File: config.mk
export PLATFORM = sky130hd
export DESIGN_NAME = wsc_wait_scale_control
export DESIGN_NICKNAME = d
export VERILOG_FILES = /design/src/verilog/wsc_pkg.sv /design/src/verilog/wsc_wait_scale_control.sv
export VERILOG_INCLUDE_DIRS = /design/src /design/src/verilog
export SDC_FILE = /design/constraint.sdc
export NUM_CORES = 1
export LEC_CHECK = 0
export BUFFER_PORTS_ARGS = -buffer_cell sky130_fd_sc_hd__buf_4
export CAP_MARGIN = 20
export CORE_ASPECT_RATIO = 1.4
export CORE_UTILIZATION = 45
export CTS_CLUSTER_SIZE = 20
export DETAILED_ROUTE_END_ITERATION = 6
export HOLD_SLACK_MARGIN = 0.1
export PLACE_DENSITY = 0.69
export SYNTH_ARGS = -nofsm -noshare
export SYNTH_HDL_FRONTEND = slang
export SYNTH_SLANG_ARGS = --single-unit
File: constraint.sdc
create_clock -name clock_i -period 2.6 [get_ports clock_i]
set_input_delay 0 -clock clock_i [delete_from_list [all_inputs] [get_ports clock_i]]
set_output_delay 0 -clock clock_i [all_outputs]
set_load 0.02 [all_outputs]
File: src/verilog/wsc_params.svh
// wait-state scale control: offsets, field positions, reset values, counts
// assumes inclusion by the package and the design module only
`ifndef WSC_PARAMS_SVH
`define WSC_PARAMS_SVH
`define WSC_REG_WIDTH 16
`define WSC_BIT_PROG 0
`define WSC_BIT_DATA 1
`define WSC_BIT_IO_LOW 2
`define WSC_BIT_IO_HIGH 3
`define WSC_BIT_BLOCK_MAP 4
`define WSC_USED_MASK 16'h001F
`define WSC_RESET_VALUE 16'h000F
`define WSC_FIELDS_RESET 16'hFFFF
`define WSC_CNT_WIDTH 3
`define WSC_CNT_ZERO 3'h0
`define WSC_CNT_ONE 3'h1
`define WSC_CNT_TWO 3'h2
`define WSC_CNT_THREE 3'h3
`define WSC_CNT_SEVEN 3'h7
`define WSC_PD_PROG_BASE 0
`define WSC_IO_FIELD_BASE 0
`define WSC_IO_BLOCK_MSB 15
`define WSC_IO_BLOCK_LSB 13
`define WSC_IO_PAIR_MSB 3
`define WSC_IO_PAIR_LSB 1
`define WSC_PD_DATA_BASE 8
`define WSC_PD_QUARTER_MSB 15
`define WSC_PD_QUARTER_LSB 14
`define WSC_IO_UPPER_FIRST 3'h4
`endif

File: src/verilog/wsc_pkg.sv
// wait-state scale control: shared types
// assumes wsc_params.svh on the include path
`include "wsc_params.svh"
package wsc_pkg;
  typedef enum logic [1:0] {
    WSC_SP_PROG = 2'h0,
    WSC_SP_DATA = 2'h1,
    WSC_SP_IO = 2'h2
  } wsc_space_t;
  typedef struct packed {
    logic valid;
    wsc_space_t space;
    logic [15:0] addr;
  } wsc_access_t;
  typedef enum logic [1:0] {
    WSC_ST_IDLE = 2'b01,
    WSC_ST_WAIT = 2'b10
  } wsc_state_t;
endpackage

File: src/verilog/wsc_wait_scale_control.sv
// wait-state scale control register, field decode and wait-state down-counter
// assumes a processor-side register port on clock_i and access decode from same-clock logic
//
// Contract
// block-map 0: each I/O field covers one port pair, repeating over space
// block-map 1: each I/O field covers one 8K-word block of I/O space
// bit 3 picks count mapping for upper I/O fields five to eight
// bit 2 picks count mapping for lower I/O fields one to four
// bit 1 picks count mapping for the data-space field
// bit 0 picks count mapping for the program-space field
// scale 0 gives 0,1,2,3 waits; scale 1 gives 0,1,3,7
// block-map select bit 4 resets to 0
// four scale bits reset to 1
// reserved bits 15..5 reset, read as zero, ignore writes
// software should set this register before the wait-state field registers
// access loads wait count; not-ready holds until count reaches zero
`timescale 1ns/1ps
`include "wsc_params.svh"
module wsc_wait_scale_control (
  // clock, reset, enable
  input wire logic clock_i,
  input wire logic rst_i,
  input wire logic clk_en_i,
  // register port
  input wire logic ctl_wr_i,
  input wire logic [15:0] ctl_wdata_i,
  input wire logic fields_wr_pd_i,
  input wire logic fields_wr_io_i,
  input wire logic [15:0] fields_wdata_i,
  output logic [15:0] ctl_rdata_o,
  // external access decode
  input wire wsc_pkg::wsc_access_t access_i,
  // wait state result
  output logic not_ready_o,
  output logic [2:0] wait_count_o
);
  logic [15:0] ctl_ff;
  logic [15:0] nxt_ctl;
  logic [1:0] pd_quarter;
  logic io_scale;
  logic [15:0] pd_fields_ff;
  logic [15:0] io_fields_ff;
  logic [2:0] cnt_ff;
  logic [2:0] nxt_cnt;
  wsc_pkg::wsc_state_t state_ff;
  wsc_pkg::wsc_state_t nxt_state;
  logic [1:0] field;
  logic scale;
  logic [2:0] io_idx;
  logic [2:0] load_cnt;

  // expand a 2-bit field to its wait count; the long mapping stretches the top two codes
  function automatic logic [2:0] wsc_scale(input logic [1:0] f, input logic s);
    logic [2:0] r;
    r = `WSC_CNT_ZERO;
    case (f)
      2'h0: begin
        r = `WSC_CNT_ZERO;
      end
      2'h1: begin
        r = `WSC_CNT_ONE;
      end
      2'h2: begin
        r = s ? `WSC_CNT_THREE : `WSC_CNT_TWO;
      end
      default: begin
        r = s ? `WSC_CNT_SEVEN : `WSC_CNT_THREE;
      end
    endcase
    return r;
  endfunction

  // field number idx of a field register whose first field starts at bit base
  function automatic logic [1:0] wsc_pick(input logic [15:0] regs, input int base, input logic [2:0] idx);
    return regs[base + {idx, 1'b0} +: 2];
  endfunction

  // reserved bits masked on write, so they always read zero
  always_comb begin
    nxt_ctl = ctl_ff;
    if (ctl_wr_i) begin
      nxt_ctl = ctl_wdata_i & `WSC_USED_MASK;
    end
  end

  always_ff @(posedge clock_i or posedge rst_i) begin
    if (rst_i) begin
      ctl_ff <= `WSC_RESET_VALUE;
    end else if (clk_en_i) begin
      ctl_ff <= nxt_ctl;
    end
  end

  // field registers live here only to feed the decode; their layouts are held elsewhere
  always_ff @(posedge clock_i or posedge rst_i) begin
    if (rst_i) begin
      pd_fields_ff <= `WSC_FIELDS_RESET;
    end else if (clk_en_i && fields_wr_pd_i) begin
      pd_fields_ff <= fields_wdata_i;
    end
  end

  always_ff @(posedge clock_i or posedge rst_i) begin
    if (rst_i) begin
      io_fields_ff <= `WSC_FIELDS_RESET;
    end else if (clk_en_i && fields_wr_io_i) begin
      io_fields_ff <= fields_wdata_i;
    end
  end

  // readback copy so the output comes straight from a flop; costs sixteen flops
  always_ff @(posedge clock_i or posedge rst_i) begin
    if (rst_i) begin
      ctl_rdata_o <= `WSC_RESET_VALUE;
    end else if (clk_en_i) begin
      ctl_rdata_o <= nxt_ctl;
    end
  end

  // quarter of program or data space picks one of four fields
  assign pd_quarter = access_i.addr[`WSC_PD_QUARTER_MSB:`WSC_PD_QUARTER_LSB];

  always_comb begin
    if (ctl_ff[`WSC_BIT_BLOCK_MAP]) begin
      io_idx = access_i.addr[`WSC_IO_BLOCK_MSB:`WSC_IO_BLOCK_LSB];
    end else begin
      io_idx = access_i.addr[`WSC_IO_PAIR_MSB:`WSC_IO_PAIR_LSB];
    end
  end

  // upper half of the I/O fields has its own scale bit
  always_comb begin
    io_scale = ctl_ff[`WSC_BIT_IO_LOW];
    if (io_idx >= `WSC_IO_UPPER_FIRST) begin
      io_scale = ctl_ff[`WSC_BIT_IO_HIGH];
    end
  end

  always_comb begin
    field = 2'h0;
    scale = 1'b0;
    case (access_i.space)
      wsc_pkg::WSC_SP_PROG: begin
        field = wsc_pick(pd_fields_ff, `WSC_PD_PROG_BASE, {1'b0, pd_quarter});
        scale = ctl_ff[`WSC_BIT_PROG];
      end
      wsc_pkg::WSC_SP_DATA: begin
        field = wsc_pick(pd_fields_ff, `WSC_PD_DATA_BASE, {1'b0, pd_quarter});
        scale = ctl_ff[`WSC_BIT_DATA];
      end
      wsc_pkg::WSC_SP_IO: begin
        field = wsc_pick(io_fields_ff, `WSC_IO_FIELD_BASE, io_idx);
        scale = io_scale;
      end
      default: begin
        field = 2'h0;
        scale = 1'b0;
      end
    endcase
    load_cnt = wsc_scale(field, scale);
  end

  // one access at a time; a new decode while waiting is ignored
  always_comb begin
    nxt_state = state_ff;
    nxt_cnt = cnt_ff;
    case (state_ff)
      wsc_pkg::WSC_ST_IDLE: begin
        if (access_i.valid && load_cnt != `WSC_CNT_ZERO) begin
          nxt_cnt = load_cnt;
          nxt_state = wsc_pkg::WSC_ST_WAIT;
        end
      end
      wsc_pkg::WSC_ST_WAIT: begin
        nxt_cnt = cnt_ff - `WSC_CNT_ONE;
        if (cnt_ff == `WSC_CNT_ONE) begin
          nxt_state = wsc_pkg::WSC_ST_IDLE;
        end
      end
      default: begin
        nxt_state = wsc_pkg::WSC_ST_IDLE;
        nxt_cnt = `WSC_CNT_ZERO;
      end
    endcase
  end

  // state register; a low enable freezes the wait mid-count
  always_ff @(posedge clock_i or posedge rst_i) begin
    if (rst_i) begin
      state_ff <= wsc_pkg::WSC_ST_IDLE;
    end else if (clk_en_i) begin
      state_ff <= nxt_state;
    end
  end

  // remaining wait count
  always_ff @(posedge clock_i or posedge rst_i) begin
    if (rst_i) begin
      cnt_ff <= `WSC_CNT_ZERO;
    end else if (clk_en_i) begin
      cnt_ff <= nxt_cnt;
    end
  end

  // not-ready registered from the next state so it stands exactly count cycles
  always_ff @(posedge clock_i or posedge rst_i) begin
    if (rst_i) begin
      not_ready_o <= 1'b0;
    end else if (clk_en_i) begin
      not_ready_o <= (nxt_state == wsc_pkg::WSC_ST_WAIT);
    end
  end

  // count output mirrors the counter without a cycle of lag
  always_ff @(posedge clock_i or posedge rst_i) begin
    if (rst_i) begin
      wait_count_o <= `WSC_CNT_ZERO;
    end else if (clk_en_i) begin
      wait_count_o <= nxt_cnt;
    end
  end
endmodule
## Word level (Yosys, flattened, before mapping)

Cells that the tools add are included.

- Register bits: 54
- Bits of input ports: 57
- Output and inout port bits: 20
- Logic and storage cells: 42

- Add/sub/neg operators: 2
- $lt $le $gt $ge: 1
- Equality and inequality tests: 9
- Shifts and indexed selects: 3
- Multiplexer cells: 13
- Reduce and logical (&&, ||, !) cells: 8

Operator list:

| kind | number |
|---|---|
| $mux 16 | 1 |
| $shiftx 16x4->2 | 1 |
| $shiftx 16x5->2 | 1 |
| $shiftx 16x6->2 | 1 |
| $mux 3 | 3 |
| $pmux 3 s3 | 1 |
| $eq 2x2->1 const B | 4 |
| $eq 2x1->1 const B | 3 |
| $pmux 2 s3 | 1 |
| $pmux 3 s2 | 1 |
| $add 4x3->5 const A | 1 |
| $logic_not 2->1 | 2 |
| $mux 2 | 2 |
| $pmux 2 s2 | 1 |
| $reduce_and 2->1 | 2 |
| $eq 3x1->1 const B | 1 |
| $ge 3x3->1 const B | 1 |
| $logic_and 1x1->1 | 3 |
| $pmux 1 s3 | 1 |
| $reduce_bool 3->1 | 1 |
| $sub 3x1->3 const B | 1 |
| $mux 1 | 2 |
| $ne 2x2->1 const B | 1 |

## Depth between registers and ports, before layout

- Word-level depth: 11
- Gate-level depth with buffers: 8
- Mapped depth without buffers: 7

## Worst setup path before layout

Ideal clock, no wire load.

- Kind: flip-flop to flip-flop
- Start: register, netlist name ctl_rdata_o[4]
- End: register cnt_ff[0]
- Library setup time: 0.128 ns
- Arrival: 2.076 ns
- Data required time: 2.472 ns
- Slack: 0.397 ns
- Stages on the path, launching flop included: 8
- Buffers on the path: 0
- Clock period less this slack: 2.203 ns
- Cells stage by stage: dfrtp_1 > mux2i_2 > mux2_2 > nand3_1 > o311a_4 > o2111ai_2 > o211ai_2 > mux2_1

RTL lines:

| element | RTL line | source |
|---|---|---|
| end signal: assignment | wsc_wait_scale_control.sv:199 | `` cnt_ff <= `WSC_CNT_ZERO; `` |
| end signal: assignment | wsc_wait_scale_control.sv:201 | `cnt_ff <= nxt_cnt;` |
| end: declaration | wsc_wait_scale_control.sv:43 | `logic [2:0] cnt_ff;` |

==> flow_metrics.tcl <==
set metrics [dict create \
    clock-root-buffer "clkbuf_8" \
    layout_common_cells "buf_4 (49), mux2_2 (39), dfstp_2 (37)" \
    final_common_cell "buf_4" \
    crit_fanout 6 \
    cp-end-kind "flip-flop" \
    track_usage_pct 19.2 \
    min_path_type "in2reg" \
    fin_tns_setup_ps 0 \
    die_area_mm2 0.00584 \
    nNetsFinal 331 \
    async_flop_share_pct 100 \
    hold_viol_final 0 \
    clk_path_buf_depth 2 \
    port_buffers 44 \
    cts_buffers 5 \
    gp_congestion 0.850 \
    cts_tree "built" \
    via_per_inst 5.25 \
    grt_first_pass_wirelength_um 8490 \
    hold_slack_ps 215 \
    status "finished clean" \
    syn-cell-area_mm2 0.00249 \
    post_cts_buffers 0 \
    ant_nets 0 \
    drv_cap 0 \
    syn_inst 196 \
    overflow 0 \
    rsz0062_at_grt "no" \
    p_leak_nw 1.35 \
    intPower_w 0.00139 \
    ys_seq_elements 43 \
    avgSynthCellArea_um2 12.7 \
    n_antenna_cell 0 \
    grt_max_degree 25 \
    vias 1768 \
    synth_edf_count 0 \
    crit_arrival_ps 2490 \
    clkSinkCount 43 \
    drv_slew 0 \
    pwr-share-seq_pct 44.9 \
    clkTransAtPathRegs_ps 90 \
    io_pins 77 \
    fmax_ghz 0.433 \
    relSlewSlack_pct 37.3 \
    start_util_pct 47.6 \
    ys_top_cells_by_area "dfstp_2 (39%), mux2_2 (18%), dfrtp_1 (6.0%)" \
    finalPower_w 0.00204 \
    p_sw_w 0.000655 \
    yosysTopAreaCellShare_pct 39.0 \
    clkPwrFrac_pct 21.9 \
    drive_gt1_share_pct 56.8 \
    area_growth_syn_to_layout_pct 28.0 \
    synth_cell_types 54 \
    clock_skew_ps 7.23 \
    powerDensity_mw_per_mm2 641 \
    place_hpwl_um 3810 \
    p_comb_share_pct 33.1 \
    ys.flop_type "dfstp_2" \
    worst_pin_slew_ps 939 \
    crit_required_ps 2780 \
    first_global_vias 1835 \
    yosysSeqAreaShare_pct 45.1 \
    worstSkewPairLatency_ps 300 \
    yosysWarningCount 0 \
    drt-initial-drc-count 85 \
    die_h_um 90.0 \
    criticalPathCategory "reg2reg" \
    drt-total-wl_um 5070 \
    fin_crit_ps 2310 \
    post_drt_wl_per_cell_um 15.0 \
    yosysTopAreaCell "dfstp_2" \
    rows 31 \
    start_kind "flip-flop" \
    drc_errors 0 \
    core_area_mm2 0.00524 \
    grt_antenna_before_repair 0 \
    drtPass1Iterations 4 \
    htreeDepth 2 \
    power.switching_fraction_pct 32.1 \
    fin_crit_sh_pct 88.7 \
    die_x_um 64.9 \
    finalSetupViolations 0 \
    peakVddDrop_v 0.000434 \
]
-- sequential cells by signal (all words and copies together) (netlist names) --
signal	cells
cnt_ff	3
state_ff	2
io_fields_ff	16
pd_fields_ff	16
ctl_rdata_o	5
not_ready_o	1
-- power by group through the flow --
| stage | Clock (W) | Sequential, W | Combinational (W) |
|---|---|---|---|
| after detailed placement | 0 | 0.000928 | 0.000650 |
| after CTS | 0.000465 | 0.000917 | 0.000682 |
| final | 0.000448 | 0.000917 | 0.000677 |
| after global placement | 0 | 0.000924 | 0.000641 |
| after global routing | 0.000493 | 0.000931 | 0.000738 |
| after floorplan | 0 | 0.000934 | 0.000458 |
-- metal layers --
metal	wire [µm]	vias up	GRT usage, %	share of wire (%)
li1	-	850	-	-
met3	145	9	3.05	2.9
met4	91	0	7.59	1.8
met2	2770	40	33.9	55
met1	2060	869	22.6	41
met5	0	-	0	0
-- kinds of logic (layout without fill, tap and decap cells) --
kind of cell | count (synthesis) | in the layout | synth area share (%)
buffers and inverters | 25 | 90 | 6.43
multiplexers | 56 | 56 | 27.3
AND/OR/NAND/NOR | 36 | 36 | 7.74
flip-flops | 43 | 43 | 45.1
adder cells (fa/ha/maj) | 4 | 4 | 2.01
AO/OA/AOI/OAI | 30 | 30 | 11.0
XOR/XNOR | 1 | 1 | 0.352
other | 1 | 11 | 0.151
-- path summary, 6_finish.rpt --
check / cells past startpoint / startpoint / to / slack, ps
worst max-delay path: 7 / ctl_rdata_o[4] / cnt_ff[2] / 290
worst min-delay path: 3 / ctl_wr_i / ctl_rdata_o[1] / 220
worst max register to register: 7 / ctl_rdata_o[4] / cnt_ff[2] / 290
worst min register to register: 2 / not_ready_o / not_ready_o / 500
max in group asynchronous: 4 / rst_i / io_fields_ff[7] / 1340
min in group asynchronous: 3 / rst_i / not_ready_o / 470
-- synth_stat cells (all sizes together) (2+ instances only) --
library cell / count
dfrtp: 6
o2111ai: 2
o211ai: 3
nor3: 3
and2b: 2
clkbuf: 3
a21oi: 3
dfstp: 37
nor2b: 2
nand2b: 6
mux4: 4
o32ai: 2
mux2i: 9
ha: 4
a31oi: 2
buf: 13
a32oi: 2
mux2: 43
nor2: 8
nand2: 9
nand3: 3
inv: 9
a21o: 2
o21ai: 2
-- critical path, stage by stage (launching register included) --
cell       delay, ps
dfrtp_1          500
mux2_2           440
nand2b_2          90
a21oi_2           60
o311a_4          390
o2111ai_2        180
o211ai_2         180
mux2_1           350
-- layout make-up --
type | count | area, µm²
Fill cell | 462 | 2050
Inverter | 9 | 33.8
Multi-Input combinational cell | 138 | 1240
Timing Repair Buffer | 73 | 608
Clock inverter | 3 | 26.3
Sequential cell | 43 | 1120
Clock buffer | 5 | 68.8
Tap cell | 66 | 82.6
-- through the flow --
stage	worst slack [ps]	instances	cell area, µm²	utilization (%)
6_report	293	337	3190	60.9
5_1_grt	203	337	3190	60.9
4_1_cts	283	337	3190	60.9
3_5_place_dp	290	305	2850	54.5
3_3_place_gp	293	305	2850	54.5
2_1_floorplan	397	206	2530	-
-- repair_timing --
action | 4_1_cts | 5_1_grt
endpoints found under the setup margin | 0 | 0
endpoints found under the hold margin | 42 | 0
gates resized for setup | 0 | 0
hold buffers | 24 | 0
Note: power is estimated with default switching activity, not from simulation.
